<file path="src/pss_pkg.sv">
// shared constants for the start-up supervisor
package pss_pkg;
    // system clock rate
    localparam int unsigned CLK_MHZ = 50;

    // durations in their own units
    localparam int unsigned TIMEOUT_US = 100_000;
    localparam int unsigned MAINS_LOSS_US = 64_000;
    localparam int unsigned SOFT_START_US = 130_000;
    localparam int unsigned IDLE_DEB_NS = 1_800;
    localparam int unsigned DIS_DEB_US = 50;
    localparam int unsigned BI_SHORT_US = 1_000;
    localparam int unsigned BI_LONG_US = 40_000;
    localparam int unsigned BO_US = 630_000;

    // derived cycle counts, least times rounded up
    localparam int unsigned TIMEOUT_CYC = TIMEOUT_US * CLK_MHZ;
    localparam int unsigned MAINS_LOSS_CYC = MAINS_LOSS_US * CLK_MHZ;
    localparam int unsigned SOFT_START_CYC = SOFT_START_US * CLK_MHZ;
    localparam int unsigned IDLE_DEB_CYC = (IDLE_DEB_NS * CLK_MHZ + 999) / 1000;
    localparam int unsigned DIS_DEB_CYC = DIS_DEB_US * CLK_MHZ;
    localparam int unsigned BI_SHORT_CYC = BI_SHORT_US * CLK_MHZ;
    localparam int unsigned BI_LONG_CYC = BI_LONG_US * CLK_MHZ;
    localparam int unsigned BO_CYC = BO_US * CLK_MHZ;

    // counter and ramp widths
    localparam int unsigned CNT_W = 26;
    localparam int unsigned OCP_W = 8;
    localparam logic [7:0] OCP_ZERO = 8'h00;
    localparam logic [7:0] OCP_FULL = 8'hff;

    // qualification timer channels
    localparam int unsigned NUM_TMR = 6;
    localparam int unsigned TMR_IDLE = 0;
    localparam int unsigned TMR_DIS = 1;
    localparam int unsigned TMR_BI = 2;
    localparam int unsigned TMR_BO = 3;
    localparam int unsigned TMR_MAINS = 4;
    localparam int unsigned TMR_TOUT = 5;

    // one-hot supervisor states
    typedef enum logic [8:0] {
        ST_OFF = 9'h001,
        ST_CHARGE = 9'h002,
        ST_BI_WAIT = 9'h004,
        ST_RUN = 9'h008,
        ST_BURST = 9'h010,
        ST_IDLE = 9'h020,
        ST_DISABLE = 9'h040,
        ST_BROWNOUT = 9'h080,
        ST_DISCHARGE = 9'h100
    } pss_state_e;
endpackage

</file>
<file path="src/pss_if.sv">
// carriers between the supervisor and its timer and ramp
`timescale 1ns/1ps
interface pss_tmr_if;
    logic cond;
    logic [pss_pkg::CNT_W-1:0] limit;
    logic done;
    modport user (output cond, output limit, input done);
    modport timer (input cond, input limit, output done);
endinterface

interface pss_ramp_if;
    logic start;
    logic [pss_pkg::OCP_W-1:0] code;
    logic full;
    modport user (output start, input code, input full);
    modport ramp (input start, output code, output full);
endinterface

</file>
<file path="src/pss_timer.sv">
// qualification timer: done once cond has held for limit cycles
`timescale 1ns/1ps
module pss_timer (
    // clock and reset
    input wire logic clk_sys,
    input wire logic reset,
    // condition, limit and result
    pss_tmr_if.timer port
);
    logic [pss_pkg::CNT_W-1:0] cnt_q;
    logic done_q;

    // count while the condition holds, restart when it drops
    always_ff @(posedge clk_sys) begin
        if (reset || !port.cond) begin
            cnt_q <= '0;
            done_q <= 1'b0;
        end else if (cnt_q >= port.limit - pss_pkg::CNT_W'(1)) begin
            done_q <= 1'b1; // RULE21
        end else begin
            cnt_q <= cnt_q + pss_pkg::CNT_W'(1);
        end
    end

    assign port.done = done_q;
endmodule

</file>
<file path="src/pss_ramp.sv">
// soft-start ramp of the overcurrent reference code
`timescale 1ns/1ps
module pss_ramp #(
    parameter int unsigned SS_CYCLES = pss_pkg::SOFT_START_CYC
) (
    // clock and reset
    input wire logic clk_sys,
    input wire logic reset,
    // start pulse and ramp code
    pss_ramp_if.ramp port
);
    localparam int unsigned STEP_CYC = (SS_CYCLES / 255 > 0) ? SS_CYCLES / 255 : 1;
    logic [pss_pkg::CNT_W-1:0] div_q;
    logic [pss_pkg::OCP_W-1:0] code_q;
    logic step;

    assign step = (div_q == pss_pkg::CNT_W'(STEP_CYC - 1));

    // step divider, one enable pulse per ramp step
    always_ff @(posedge clk_sys) begin
        if (reset || port.start || step) begin
            div_q <= '0;
        end else begin
            div_q <= div_q + pss_pkg::CNT_W'(1);
        end
    end

    // ramp from zero to full over the soft-start duration
    always_ff @(posedge clk_sys) begin
        if (reset || port.start) begin
            code_q <= pss_pkg::OCP_ZERO; // RULE7
        end else if (step && code_q != pss_pkg::OCP_FULL) begin
            code_q <= code_q + pss_pkg::OCP_W'(1); // RULE7
        end
    end

    assign port.code = code_q;
    assign port.full = (code_q == pss_pkg::OCP_FULL);
endmodule

</file>
<file path="src/pss_supervisor.sv">
// start-up, recharge, discharge and mode supervisor of the pfc controller
// Summary of operation
// [RULE1] hv above start: source on, nominal current
// [RULE2] supply shorted: use reduced source current
// [RULE3] run at turn-on; hold source until 70%
// [RULE4] source forced off after start timeout
// [RULE5] supply at turn-off: recharge, restart soft-start
// [RULE6] mains lost: sink until hv safe
// [RULE7] soft-start ramps overcurrent reference to full
// [RULE8] burst stop below level, restart above
// [RULE9] burst stop waits for gate falling
// [RULE10] forced idle: stop, amp off, comp open
// [RULE11] leave idle above hysteresis, no soft-start
// [RULE12] weak then strong feedback pull-up
// [RULE13] idle recharges supply near turn-off
// [RULE14] short idle debounce, long disable debounce
// [RULE15] disable: stop, low power, comp pull-up
// [RULE16] enable threshold: recharge then soft-start
// [RULE17] disabled: supply kept between off and on
// [RULE18] start needs brown-in; brown-in recharges
// [RULE19] short first brown-in debounce, long later
// [RULE20] brownout held qualify time stops switching
// [RULE21] synchronised flags, durations as cycle counts
// [RULE22] mains loss: no activity for whole window
`timescale 1ns/1ps
module pss_supervisor #(
    parameter int unsigned TIMEOUT_CYC = pss_pkg::TIMEOUT_CYC,
    parameter int unsigned MAINS_LOSS_CYC = pss_pkg::MAINS_LOSS_CYC,
    parameter int unsigned SOFT_START_CYC = pss_pkg::SOFT_START_CYC,
    parameter int unsigned IDLE_DEB_CYC = pss_pkg::IDLE_DEB_CYC,
    parameter int unsigned DIS_DEB_CYC = pss_pkg::DIS_DEB_CYC,
    parameter int unsigned BI_SHORT_CYC = pss_pkg::BI_SHORT_CYC,
    parameter int unsigned BI_LONG_CYC = pss_pkg::BI_LONG_CYC,
    parameter int unsigned BO_CYC = pss_pkg::BO_CYC
) (
    // clock and reset
    input wire logic clk_sys,
    input wire logic reset,
    // high-voltage and supply comparator flags
    input wire logic hv_above_start,
    input wire logic hv_above_safe,
    input wire logic vcc_above_short,
    input wire logic vcc_at_on,
    input wire logic vcc_below_off,
    input wire logic vcc_near_off,
    // feedback comparator flags
    input wire logic fb_above_seventy,
    input wire logic fb_below_idle,
    input wire logic fb_above_idle_hyst,
    input wire logic fb_at_ref,
    // compensation comparator flags
    input wire logic comp_below_burst,
    input wire logic comp_above_restart,
    input wire logic comp_below_disable,
    input wire logic comp_above_enable,
    // line sensing and gate
    input wire logic line_above_brown_in,
    input wire logic line_below_brownout,
    input wire logic line_activity,
    input wire logic gate_output,
    // enables and overcurrent reference code toward the analogue blocks
    output logic switch_en_q,
    output logic src_en_q,
    output logic src_reduced_q,
    output logic discharge_q,
    output logic err_amp_en_q,
    output logic comp_high_z_q,
    output logic comp_pullup_en_q,
    output logic fb_pullup_weak_q,
    output logic fb_pullup_strong_q,
    output logic low_power_q,
    output logic [pss_pkg::OCP_W-1:0] first_overcurrent_comparator_ref_q
);
    pss_pkg::pss_state_e state_q, state_d;
    logic started_q;
    logic hv_hold_q;
    logic recharge_q;
    logic fb_boost_q;
    logic ss_start;
    logic [pss_pkg::NUM_TMR-1:0] tmr_cond;
    logic [pss_pkg::NUM_TMR-1:0] tmr_done;
    logic [pss_pkg::CNT_W-1:0] tmr_lim [pss_pkg::NUM_TMR];
    logic run_like;
    logic mains_lost;

    pss_tmr_if tif [pss_pkg::NUM_TMR] ();
    pss_ramp_if rif ();

    assign run_like = (state_q == pss_pkg::ST_RUN) || (state_q == pss_pkg::ST_BURST);
    assign mains_lost = tmr_done[pss_pkg::TMR_MAINS] && hv_above_safe;

    // timer conditions and limits
    assign tmr_cond[pss_pkg::TMR_IDLE] = fb_below_idle; // RULE14
    assign tmr_cond[pss_pkg::TMR_DIS] = comp_below_disable; // RULE14
    assign tmr_cond[pss_pkg::TMR_BI] = line_above_brown_in;
    assign tmr_cond[pss_pkg::TMR_BO] = line_below_brownout && run_like; // RULE20
    assign tmr_cond[pss_pkg::TMR_MAINS] = !line_activity; // RULE22
    assign tmr_cond[pss_pkg::TMR_TOUT] = hv_hold_q; // RULE4
    assign tmr_lim[pss_pkg::TMR_IDLE] = pss_pkg::CNT_W'(IDLE_DEB_CYC);
    assign tmr_lim[pss_pkg::TMR_DIS] = pss_pkg::CNT_W'(DIS_DEB_CYC);
    assign tmr_lim[pss_pkg::TMR_BI] = started_q ? pss_pkg::CNT_W'(BI_LONG_CYC)
                                                : pss_pkg::CNT_W'(BI_SHORT_CYC); // RULE19
    assign tmr_lim[pss_pkg::TMR_BO] = pss_pkg::CNT_W'(BO_CYC);
    assign tmr_lim[pss_pkg::TMR_MAINS] = pss_pkg::CNT_W'(MAINS_LOSS_CYC);
    assign tmr_lim[pss_pkg::TMR_TOUT] = pss_pkg::CNT_W'(TIMEOUT_CYC);

    // one qualification timer per channel
    for (genvar g = 0; g < pss_pkg::NUM_TMR; g++) begin : g_tmr
        assign tif[g].cond = tmr_cond[g];
        assign tif[g].limit = tmr_lim[g];
        assign tmr_done[g] = tif[g].done;
        pss_timer u_tmr (
            .clk_sys(clk_sys),
            .reset(reset),
            .port(tif[g])
        );
    end

    // soft-start ramp
    assign rif.start = ss_start;
    pss_ramp #(
        .SS_CYCLES(SOFT_START_CYC)
    ) u_ramp (
        .clk_sys(clk_sys),
        .reset(reset),
        .port(rif)
    );

    // next state
    always_comb begin
        state_d = state_q;
        ss_start = 1'b0;
        if (mains_lost && state_q != pss_pkg::ST_DISCHARGE) begin
            state_d = pss_pkg::ST_DISCHARGE; // RULE6
        end else begin
            case (state_q)
                pss_pkg::ST_OFF: begin
                    if (hv_above_start) begin
                        state_d = pss_pkg::ST_CHARGE; // RULE1
                    end
                end
                pss_pkg::ST_CHARGE: begin
                    if (vcc_at_on) begin
                        state_d = pss_pkg::ST_BI_WAIT;
                    end
                end
                pss_pkg::ST_BI_WAIT: begin
                    if (vcc_below_off) begin
                        state_d = pss_pkg::ST_CHARGE;
                    end else if (tmr_done[pss_pkg::TMR_BI]) begin
                        state_d = pss_pkg::ST_RUN; // RULE18
                        ss_start = 1'b1; // RULE3
                    end
                end
                pss_pkg::ST_RUN: begin
                    if (vcc_below_off) begin
                        state_d = pss_pkg::ST_CHARGE; // RULE5
                    end else if (tmr_done[pss_pkg::TMR_DIS]) begin
                        state_d = pss_pkg::ST_DISABLE; // RULE15
                    end else if (tmr_done[pss_pkg::TMR_IDLE]) begin
                        state_d = pss_pkg::ST_IDLE; // RULE10
                    end else if (tmr_done[pss_pkg::TMR_BO]) begin
                        state_d = pss_pkg::ST_BROWNOUT; // RULE20
                    end else if (comp_below_burst && !gate_output) begin
                        state_d = pss_pkg::ST_BURST; // RULE8 RULE9
                    end
                end
                pss_pkg::ST_BURST: begin
                    if (vcc_below_off) begin
                        state_d = pss_pkg::ST_CHARGE; // RULE5
                    end else if (tmr_done[pss_pkg::TMR_DIS]) begin
                        state_d = pss_pkg::ST_DISABLE;
                    end else if (tmr_done[pss_pkg::TMR_BO]) begin
                        state_d = pss_pkg::ST_BROWNOUT;
                    end else if (comp_above_restart) begin
                        state_d = pss_pkg::ST_RUN; // RULE8
                    end
                end
                pss_pkg::ST_IDLE: begin
                    if (tmr_done[pss_pkg::TMR_DIS]) begin
                        state_d = pss_pkg::ST_DISABLE;
                    end else if (fb_above_idle_hyst) begin
                        state_d = pss_pkg::ST_RUN; // RULE11
                    end
                end
                pss_pkg::ST_DISABLE: begin
                    if (comp_above_enable) begin
                        state_d = pss_pkg::ST_CHARGE; // RULE16
                    end
                end
                pss_pkg::ST_BROWNOUT: begin
                    if (tmr_done[pss_pkg::TMR_BI]) begin
                        state_d = pss_pkg::ST_CHARGE; // RULE18
                    end
                end
                pss_pkg::ST_DISCHARGE: begin
                    if (!hv_above_safe) begin
                        state_d = pss_pkg::ST_OFF; // RULE6
                    end
                end
                default: begin
                    state_d = pss_pkg::ST_OFF;
                end
            endcase
        end
    end

    // state register
    always_ff @(posedge clk_sys) begin
        if (reset) begin
            state_q <= pss_pkg::ST_OFF;
        end else begin
            state_q <= state_d;
        end
    end

    // first start marker for the brown-in debounce choice
    always_ff @(posedge clk_sys) begin
        if (reset) begin
            started_q <= 1'b0;
        end else if (ss_start) begin
            started_q <= 1'b1; // RULE19
        end
    end

    // start-up source hold after operation begins
    always_ff @(posedge clk_sys) begin
        if (reset) begin
            hv_hold_q <= 1'b0;
        end else if (ss_start) begin
            hv_hold_q <= 1'b1; // RULE3
        end else if (fb_above_seventy || tmr_done[pss_pkg::TMR_TOUT] || !run_like) begin
            hv_hold_q <= 1'b0; // RULE3 RULE4
        end
    end

    // hysteretic recharge in idle and disable
    always_ff @(posedge clk_sys) begin
        if (reset || state_d != state_q) begin
            recharge_q <= 1'b0;
        end else if (state_q == pss_pkg::ST_IDLE && vcc_near_off) begin
            recharge_q <= 1'b1; // RULE13
        end else if (state_q == pss_pkg::ST_DISABLE && vcc_below_off) begin
            recharge_q <= 1'b1; // RULE17
        end else if (vcc_at_on) begin
            recharge_q <= 1'b0; // RULE17
        end
    end

    // strong feedback pull-up until the reference is reached
    always_ff @(posedge clk_sys) begin
        if (reset) begin
            fb_boost_q <= 1'b0;
        end else if (state_q == pss_pkg::ST_IDLE && fb_above_idle_hyst) begin
            fb_boost_q <= 1'b1; // RULE12
        end else if (fb_at_ref || state_q != pss_pkg::ST_RUN) begin
            fb_boost_q <= 1'b0; // RULE12
        end
    end

    // registered enables
    always_ff @(posedge clk_sys) begin
        if (reset) begin
            switch_en_q <= 1'b0;
            src_en_q <= 1'b0;
            src_reduced_q <= 1'b0;
            discharge_q <= 1'b0;
            err_amp_en_q <= 1'b0;
            comp_high_z_q <= 1'b0;
            comp_pullup_en_q <= 1'b0;
            fb_pullup_weak_q <= 1'b0;
            fb_pullup_strong_q <= 1'b0;
            low_power_q <= 1'b0;
        end else begin
            switch_en_q <= (state_q == pss_pkg::ST_RUN);
            src_en_q <= (state_q == pss_pkg::ST_CHARGE) || (state_q == pss_pkg::ST_DISCHARGE)
                        || (run_like && hv_hold_q) || recharge_q; // RULE1 RULE6 RULE13 RULE17
            src_reduced_q <= (state_q != pss_pkg::ST_DISCHARGE) && !vcc_above_short; // RULE2
            discharge_q <= (state_q == pss_pkg::ST_DISCHARGE); // RULE6
            err_amp_en_q <= run_like; // RULE10 RULE15
            comp_high_z_q <= (state_q == pss_pkg::ST_IDLE); // RULE10
            comp_pullup_en_q <= (state_q == pss_pkg::ST_DISABLE); // RULE15
            fb_pullup_weak_q <= (state_q == pss_pkg::ST_IDLE) && !fb_above_idle_hyst; // RULE12
            fb_pullup_strong_q <= fb_boost_q || (state_q == pss_pkg::ST_IDLE && fb_above_idle_hyst); // RULE12
            low_power_q <= (state_q == pss_pkg::ST_BURST) || (state_q == pss_pkg::ST_IDLE)
                           || (state_q == pss_pkg::ST_DISABLE); // RULE8 RULE15
        end
    end

    // overcurrent reference copied from the ramp register
    always_ff @(posedge clk_sys) begin
        if (reset) begin
            first_overcurrent_comparator_ref_q <= pss_pkg::OCP_ZERO;
        end else begin
            first_overcurrent_comparator_ref_q <= rif.code; // RULE7
        end
    end
endmodule

</file>
<file path="config.mk">
export PLATFORM = sky130hd
export DESIGN_NAME = pss_supervisor
export DESIGN_NICKNAME = d
export VERILOG_FILES = /design/src/pss_pkg.sv /design/src/pss_if.sv /design/src/pss_timer.sv /design/src/pss_ramp.sv /design/src/pss_supervisor.sv
export SDC_FILE = /design/constraint.sdc
export NUM_CORES = 1
export LEC_CHECK = 0
export BUFFER_PORTS_ARGS = -buffer_cell sky130_fd_sc_hd__buf_2
export CAP_MARGIN = 20
export CORE_AREA = 2 2 156 173
export CTS_CLUSTER_SIZE = 14
export DETAILED_ROUTE_END_ITERATION = 16
export DIE_AREA = 0 0 158 175
export PLACE_DENSITY = 0.58
export SETUP_SLACK_MARGIN = 0.1
export SLEW_MARGIN = 40
export SYNTH_ARGS = -nofsm -noshare
export SYNTH_HDL_FRONTEND = slang
export SYNTH_SLANG_ARGS = --single-unit
</file>
<file path="constraint.sdc">
create_clock -name clk_sys -period 3.99 [get_ports clk_sys]
set_input_delay 0.5985 -clock clk_sys [delete_from_list [all_inputs] [get_ports clk_sys]]
set_output_delay 0.5985 -clock clk_sys [all_outputs]
set_load 0.03 [all_outputs]
</file>
Word-level counts from Yosys, hierarchy flattened:

Index checks and enable logic that the tools add are counted.

* input port bits: 20
* output and inout port bits: 18
* register bits: 227

* multiplexer cells: 32
* equality and inequality tests: 14
* add/sub/neg operators: 9
* $lt $le $gt $ge: 6
* reduce and logical (&&, ||, !) cells: 42

Operators with widths (number)
* 26-bit by 1-bit adder with 26-bit output (second input constant): 7
* 9-bit 2-to-1 mux: 19
* 9-bit one-hot mux with 9 select lines: 1
* 26-bit by 15-bit equality test with 1-bit output (second input constant): 1
* 26-bit by 12-bit greater-or-equal comparator with 1-bit output (second input constant): 1
* 26-bit by 22-bit greater-or-equal comparator with 1-bit output (second input constant): 1
* 26-bit by 23-bit greater-or-equal comparator with 1-bit output (second input constant): 1
* 26-bit by 25-bit greater-or-equal comparator with 1-bit output (second input constant): 1
* 26-bit greater-or-equal comparator: 1
* 26-bit by 7-bit greater-or-equal comparator with 1-bit output (second input constant): 1
* 21-bit by 1-bit subtractor with 22-bit output (second input constant): 1
* 21-bit 2-to-1 mux: 1
* 1-bit logical OR: 19
* 1-bit logical AND: 11
* 1-bit 2-to-1 mux: 11
* 9-bit by 1-bit equality test with 1-bit output (second input constant): 1
* 9-bit by 2-bit equality test with 1-bit output (second input constant): 1
* 9-bit by 3-bit equality test with 1-bit output (second input constant): 1
* 9-bit by 4-bit equality test with 1-bit output (second input constant): 1
* 9-bit by 5-bit equality test with 1-bit output (second input constant): 1
* 9-bit by 6-bit equality test with 1-bit output (second input constant): 1
* 9-bit by 7-bit equality test with 1-bit output (second input constant): 1
* 9-bit by 8-bit equality test with 1-bit output (second input constant): 1
* 9-bit equality test (second input constant): 1
* other kinds (8): 17

Logic depth before layout (Yosys ltp):

* depth after elaboration: 11
* gate-level depth with buffers: 10
* mapped depth without buffers: 9

Cells and area by module:

From an unflattened synthesis, not the netlist that was laid out.

* cells, all modules: 2135
* area, all modules: 17782.1 um^2

Modules (own cells, without submodules)
* pss_timer at g_tmr[0].u_tmr ...: area an instance 2421.1 um^2, times used 4, sequential area each 540.5 um^2, cells each 285
* pss_timer at g_tmr[5].u_tmr: area an instance 2447.3 um^2, times used 1, sequential area each 540.5 um^2, cells each 305
* pss_timer at g_tmr[1].u_tmr: area an instance 2326.0 um^2, times used 1, sequential area each 540.5 um^2, cells each 280
* pss_supervisor: area an instance 1775.5 um^2, times used 1, sequential area each 620.6 um^2, cells each 228
* pss_ramp: area an instance 1549.0 um^2, times used 1, sequential area each 680.7 um^2, cells each 182

Worst setup path after synthesis:

OpenSTA, ideal clock, no wires.

* path kind: flip-flop to flip-flop
* start: reg started_q
* end: reg g_tmr[2].u_tmr.cnt_q[3] in the netlist's numbering
* data required time: 3.920 ns
* path buffers: 1
* cell stages (with the launch flop): 11
* setup slack: 1.554 ns
* arrival time: 2.366 ns
* cells stage by stage: dfxtp_1 > inv_1 > ha_1 > a41o_1 > a21oi_1 > o21bai_1 > a211oi_1 > o211ai_2 > buf_2 > or3_1 > a21oi_1

* longest elaborated chain between the ends: 3

RTL lines
* from (decl): line pss_supervisor.sv:75 `logic started_q;`
* from (signal assigned): line pss_supervisor.sv:220 `started_q <= 1'b0;`
* from (signal assigned): line pss_supervisor.sv:222 `started_q <= 1'b1;`
* 21-bit 2-to-1 mux: line pss_supervisor.sv:101 `assign tmr_lim[pss_pkg::TMR_BI] = started_q ? pss_pkg::CNT_W'(BI_LONG_CYC)`
* 21-bit by 1-bit subtractor with 22-bit output: line pss_timer.sv:18 `end else if (cnt_q >= port.limit - pss_pkg::CNT_W'(1)) begin`
* 26-bit greater-or-equal comparator: line pss_timer.sv:18
* to (signal assigned): line pss_timer.sv:21 `cnt_q <= cnt_q + pss_pkg::CNT_W'(1);`
* to (decl): line pss_timer.sv:10 `logic [pss_pkg::CNT_W-1:0] cnt_q;`

No other way between the ends.
A chain may end at the register's enable or synchronous reset.

Worst setup path after layout:

* start: reg started_q
* end: reg g_tmr[2].u_tmr.cnt_q[19] in the netlist's numbering

Same word-level chain as after synthesis.

==> flow_metrics.py <==
metrics = {
    "logic_synthesis": {
        "synth_top_family_by_area": "simple AND/OR/NAND/NOR gates",
        "syn_area_per_cell_um2": 8.61,
        "ys_seq_area_frac": 0.446,
        "ys_types": 72,
        "synth-compound-area-share": 0.108,
        "yosysWarnings": 0,
        "async_flop_share": 0,
        "syn_area_um2": 10200,
        "synth_fa_ha_area_frac": 0.0258,
        "synth_flop_cell": "dfxtp_1",
        "yosys.area_share.simple": 0.299,
        "syn_inst": 1183,
        "syn-num-nets": 1224,
        "synthMuxAreaShare": 0.00393,
        "synth_xor_area_frac": 0.0851,
        "yosys-top-cells-area": "dfxtp_1 (45%), nor2_1 (6.2%), xnor2_1 (4.6%)",
        "synth_edf_count": 0,
        "synthDominantCellAreaShare": 0.446,
        "ys_seq_elements": 227,
        "yosysTopAreaCell": "dfxtp_1",
    },
    "power": {
        "combPwrFrac": 0.032,
        "switching_power_w": 0.00106,
        "leakage_nw": 4.06,
        "irDropWorstVdd_v": 0.000302,
        "finalPower_w": 0.00494,
        "powerDensity_nw_per_um2": 427,
        "power_frac_clock": 0.503,
        "power.internal_w": 0.00388,
        "switching_share": 0.215,
        "power_frac_seq": 0.465,
    },
    "timing": {
        "hold_viol_final": 0,
        "tns_ps": 0,
        "fin_crit_ps": 2820,
        "rsz0062_at_grt": "no",
        "relSlewSlack": 0.527,
        "tightest_slew_ps": 700,
        "fin_ws_ps": 1170,
        "fin_crit_sh": 0.706,
        "max_freq_ghz": 0.355,
        "final_max_slew_viol_count": 0,
        "final-setup-viol-count": 0,
        "skew_ps": 15.7,
        "holdWs_ps": 228,
    },
    "job": {
        "cap_violations": 0,
    },
    "drt": {
        "drt_iter0_drc": 441,
        "wl_um": 21500,
        "antenna_left": 0,
        "drc": 0,
        "drt-pass1-iter-count": 5,
        "vias": 8087,
        "avgRoutedWirePerCell_um": 13.7,
        "vias_per_cell": 5.13,
    },
    "setup_path": {
        "worst_setup_path_end_kind": "flip-flop",
        "cp_common_cell": "a21oi_1",
        "criticalPathCategory": "flip-flop to flip-flop",
        "path_cells": "inv_1 -> ha_1 -> a41o_1 -> a21oi_1 -> o21bai_1 -> a211oi_1 -> o211ai_2 -> or3_1 -> a21oi_1",
        "timing.rr.end": "g_tmr[2].u_tmr.cnt_q[19]",
        "crit_path_top_delay_cell": "dfxtp_1",
        "cp.required_ps": 4430,
        "crit_arrival_ps": 3250,
        "r2r_cells": 9,
        "cp_max_fo": 17,
        "cp-start-kind": "flip-flop",
        "r2r_slack_ps": 1170,
        "r2r_start": "started_q",
        "cpPeakStageDelay_ps": 430,
    },
    "floorplan": {
        "die_area_um2": 27700,
        "die_h_um": 175,
        "ios": 38,
        "rows": 62,
        "core_area_um2": 25900,
        "die_width_um": 158,
        "initial_utilization": 0.393,
    },
    "hold_path": {
        "hold_path_class": "input pin to flip-flop",
        "whs_path_depth": 2,
        "hold_path_startpoint": "vcc_above_short",
        "hold_end": "src_reduced_q",
    },
    "clock_network": {
        "numCtsBuffers": 26,
        "clk_path_buf_depth": 3,
        "post-cts-setup-buffers": 0,
        "cts_root_buffer": "clkbuf_16",
        "htreeDepth": 1,
        "cts_sinks": 227,
        "holdBufCountCts": 0,
        "cts_resized": 0,
        "insertion_delay_ps": 530,
        "cts_tree": "done",
        "clk_pin_slew_ps": 60,
    },
    "placement": {
        "dp_slack_ps": 1180,
        "port-buffer-count": 37,
        "gp_congestion": 0.933,
        "place_area_um2": 10600,
        "dp_hpwl_um": 14800,
    },
    "final_layout": {
        "nets": 1244,
        "mostFrequentLayoutCells": "dfxtp_1 (226), nor2_1 (168), nand2_1 (81)",
        "n_fill_cell": 2625,
        "drive_gt1_frac": 0.0885,
        "final_area_um2": 11600,
        "final_common_cell": "dfxtp_1",
        "syn2layout_area_growth_pct": 13.4,
    },
    "grt": {
        "grt_usage": 0.159,
        "grt_max_degree": 27,
        "antenna_found_initial": 3,
        "grt_pass1_vias": 7686,
        "grt-ovfl-total": 0,
        "grt_pass1_wl_um": 36900,
    },
    "run_status": {
        "status": "completed",
    },
}
-- per-layer routing --
| layer | vias up | global-route usage | share of wire |
|---|---|---|---|
| met3 | 46 | 0.0275 | 0.041 |
| met1 | 3707 | 0.217 | 0.49 |
| li1 | 4202 | - | - |
| met5 | - | 0 | 0.00037 |
| met4 | 2 | 0.0548 | 0.026 |
| met2 | 130 | 0.253 | 0.45 |
-- through the flow --
stage,util,std cells
3_3_place_gp,0.410,1527
6_report,0.446,1576
2_1_floorplan,-,1183
5_1_grt,0.446,1574
4_1_cts,0.445,1573
3_5_place_dp,0.410,1527
-- worst max-delay path by stage --
stage	start	endpoint	slack, ps
floorplan	started_q	g_tmr[2].u_tmr.cnt_q[3]	1550
global placement	state_q[7]	u_ramp.div_q[21]	1130
detailed placement	started_q	g_tmr[2].u_tmr.cnt_q[7]	1180
CTS	started_q	g_tmr[2].u_tmr.cnt_q[19]	1170
global route	started_q	g_tmr[2].u_tmr.cnt_q[15]	830
finish	started_q	g_tmr[2].u_tmr.cnt_q[19]	1170
-- critical path, delay by kind of cell, from the launching register on --
kind / cells / cell delay [ps]
AOI/OAI and AO/OA: 6 / 1360
buffers and inverters: 1 / 180
and+or+nand+nor: 1 / 430
DFF: 1 / 430
adders and majority gates: 1 / 320
-- synth_stat cells (3+ instances only) --
cell type and number:
dfxtp_1 227, nand2_1 82, and2_1 52, o21ai_1 19
a31o_1 3, nor2b_1 19, or4_1 5, o211ai_1 3
a31oi_1 5, a21oi_1 55, o211ai_2 3, nor2_1 168
nor4b_1 5, nand2b_1 8, o21a_1 7, o21ai_0 31
nand4_1 42, ha_1 21, inv_1 30, nor4_1 28
and3_1 23, o21bai_1 4, a41oi_1 3, a21o_1 3
and4_1 6, clkbuf_1 30, buf_2 12, a211oi_1 6
or3_1 39, nor3b_1 4, o2111ai_1 4, xor2_1 46
xnor2_1 53, or2_2 3, nand3_1 48, nor3_1 36
mux2i_1 4
-- state kept, by name, indices dropped and copies added, names as in the netlist --
signal	count
u_ramp.port.code	8
src_en_q	1
src_reduced_q	1
first_overcurrent_comparator_ref_q	8
comp_pullup_en_q	1
err_amp_en_q	1
comp_high_z_q	1
recharge_q	1
fb_boost_q	1
g_tmr.u_tmr.port.done	6
u_ramp.div_q	26
switch_en_q	1
state_q	9
started_q	1
fb_pullup_weak_q	1
hv_hold_q	1
discharge_q	1
fb_pullup_strong_q	1
low_power_q	1
g_tmr.u_tmr.cnt_q	156
-- cell type report --
type | instances | area (um2) | area share
multi-input cells | 878 | 5340 | 0.462
flip-flops and latches | 227 | 4550 | 0.393
clock buffers | 33 | 728 | 0.0630
well taps | 352 | 440 | 0.0381
repair buffers | 40 | 208 | 0.0180
clock inverters | 13 | 176 | 0.0153
inverters | 30 | 113 | 0.00975
diodes | 3 | 7.51 | 0.000650
-- kinds of logic after synthesis --
| family | after synthesis |
|---|---|
| buf+inv | 78 |
| fa+ha+maj | 21 |
| mux | 4 |
| xor+xnor | 99 |
| simple gates | 583 |
| compound gates | 171 |
| flops | 227 |
-- power by group through the flow --
stage | registers, W | logic, W | clock network, W
final | 0.00230 | 0.000158 | 0.00248
after global routing | 0.00230 | 0.000175 | 0.00265
after CTS | 0.00230 | 0.000156 | 0.00256
after detailed placement | 0.00235 | 0.000155 | 0
after global placement | 0.00234 | 0.000156 | 0
after floorplan | 0.00234 | 0.000118 | 0
Note: power is estimated with default switching activity, not from simulation.
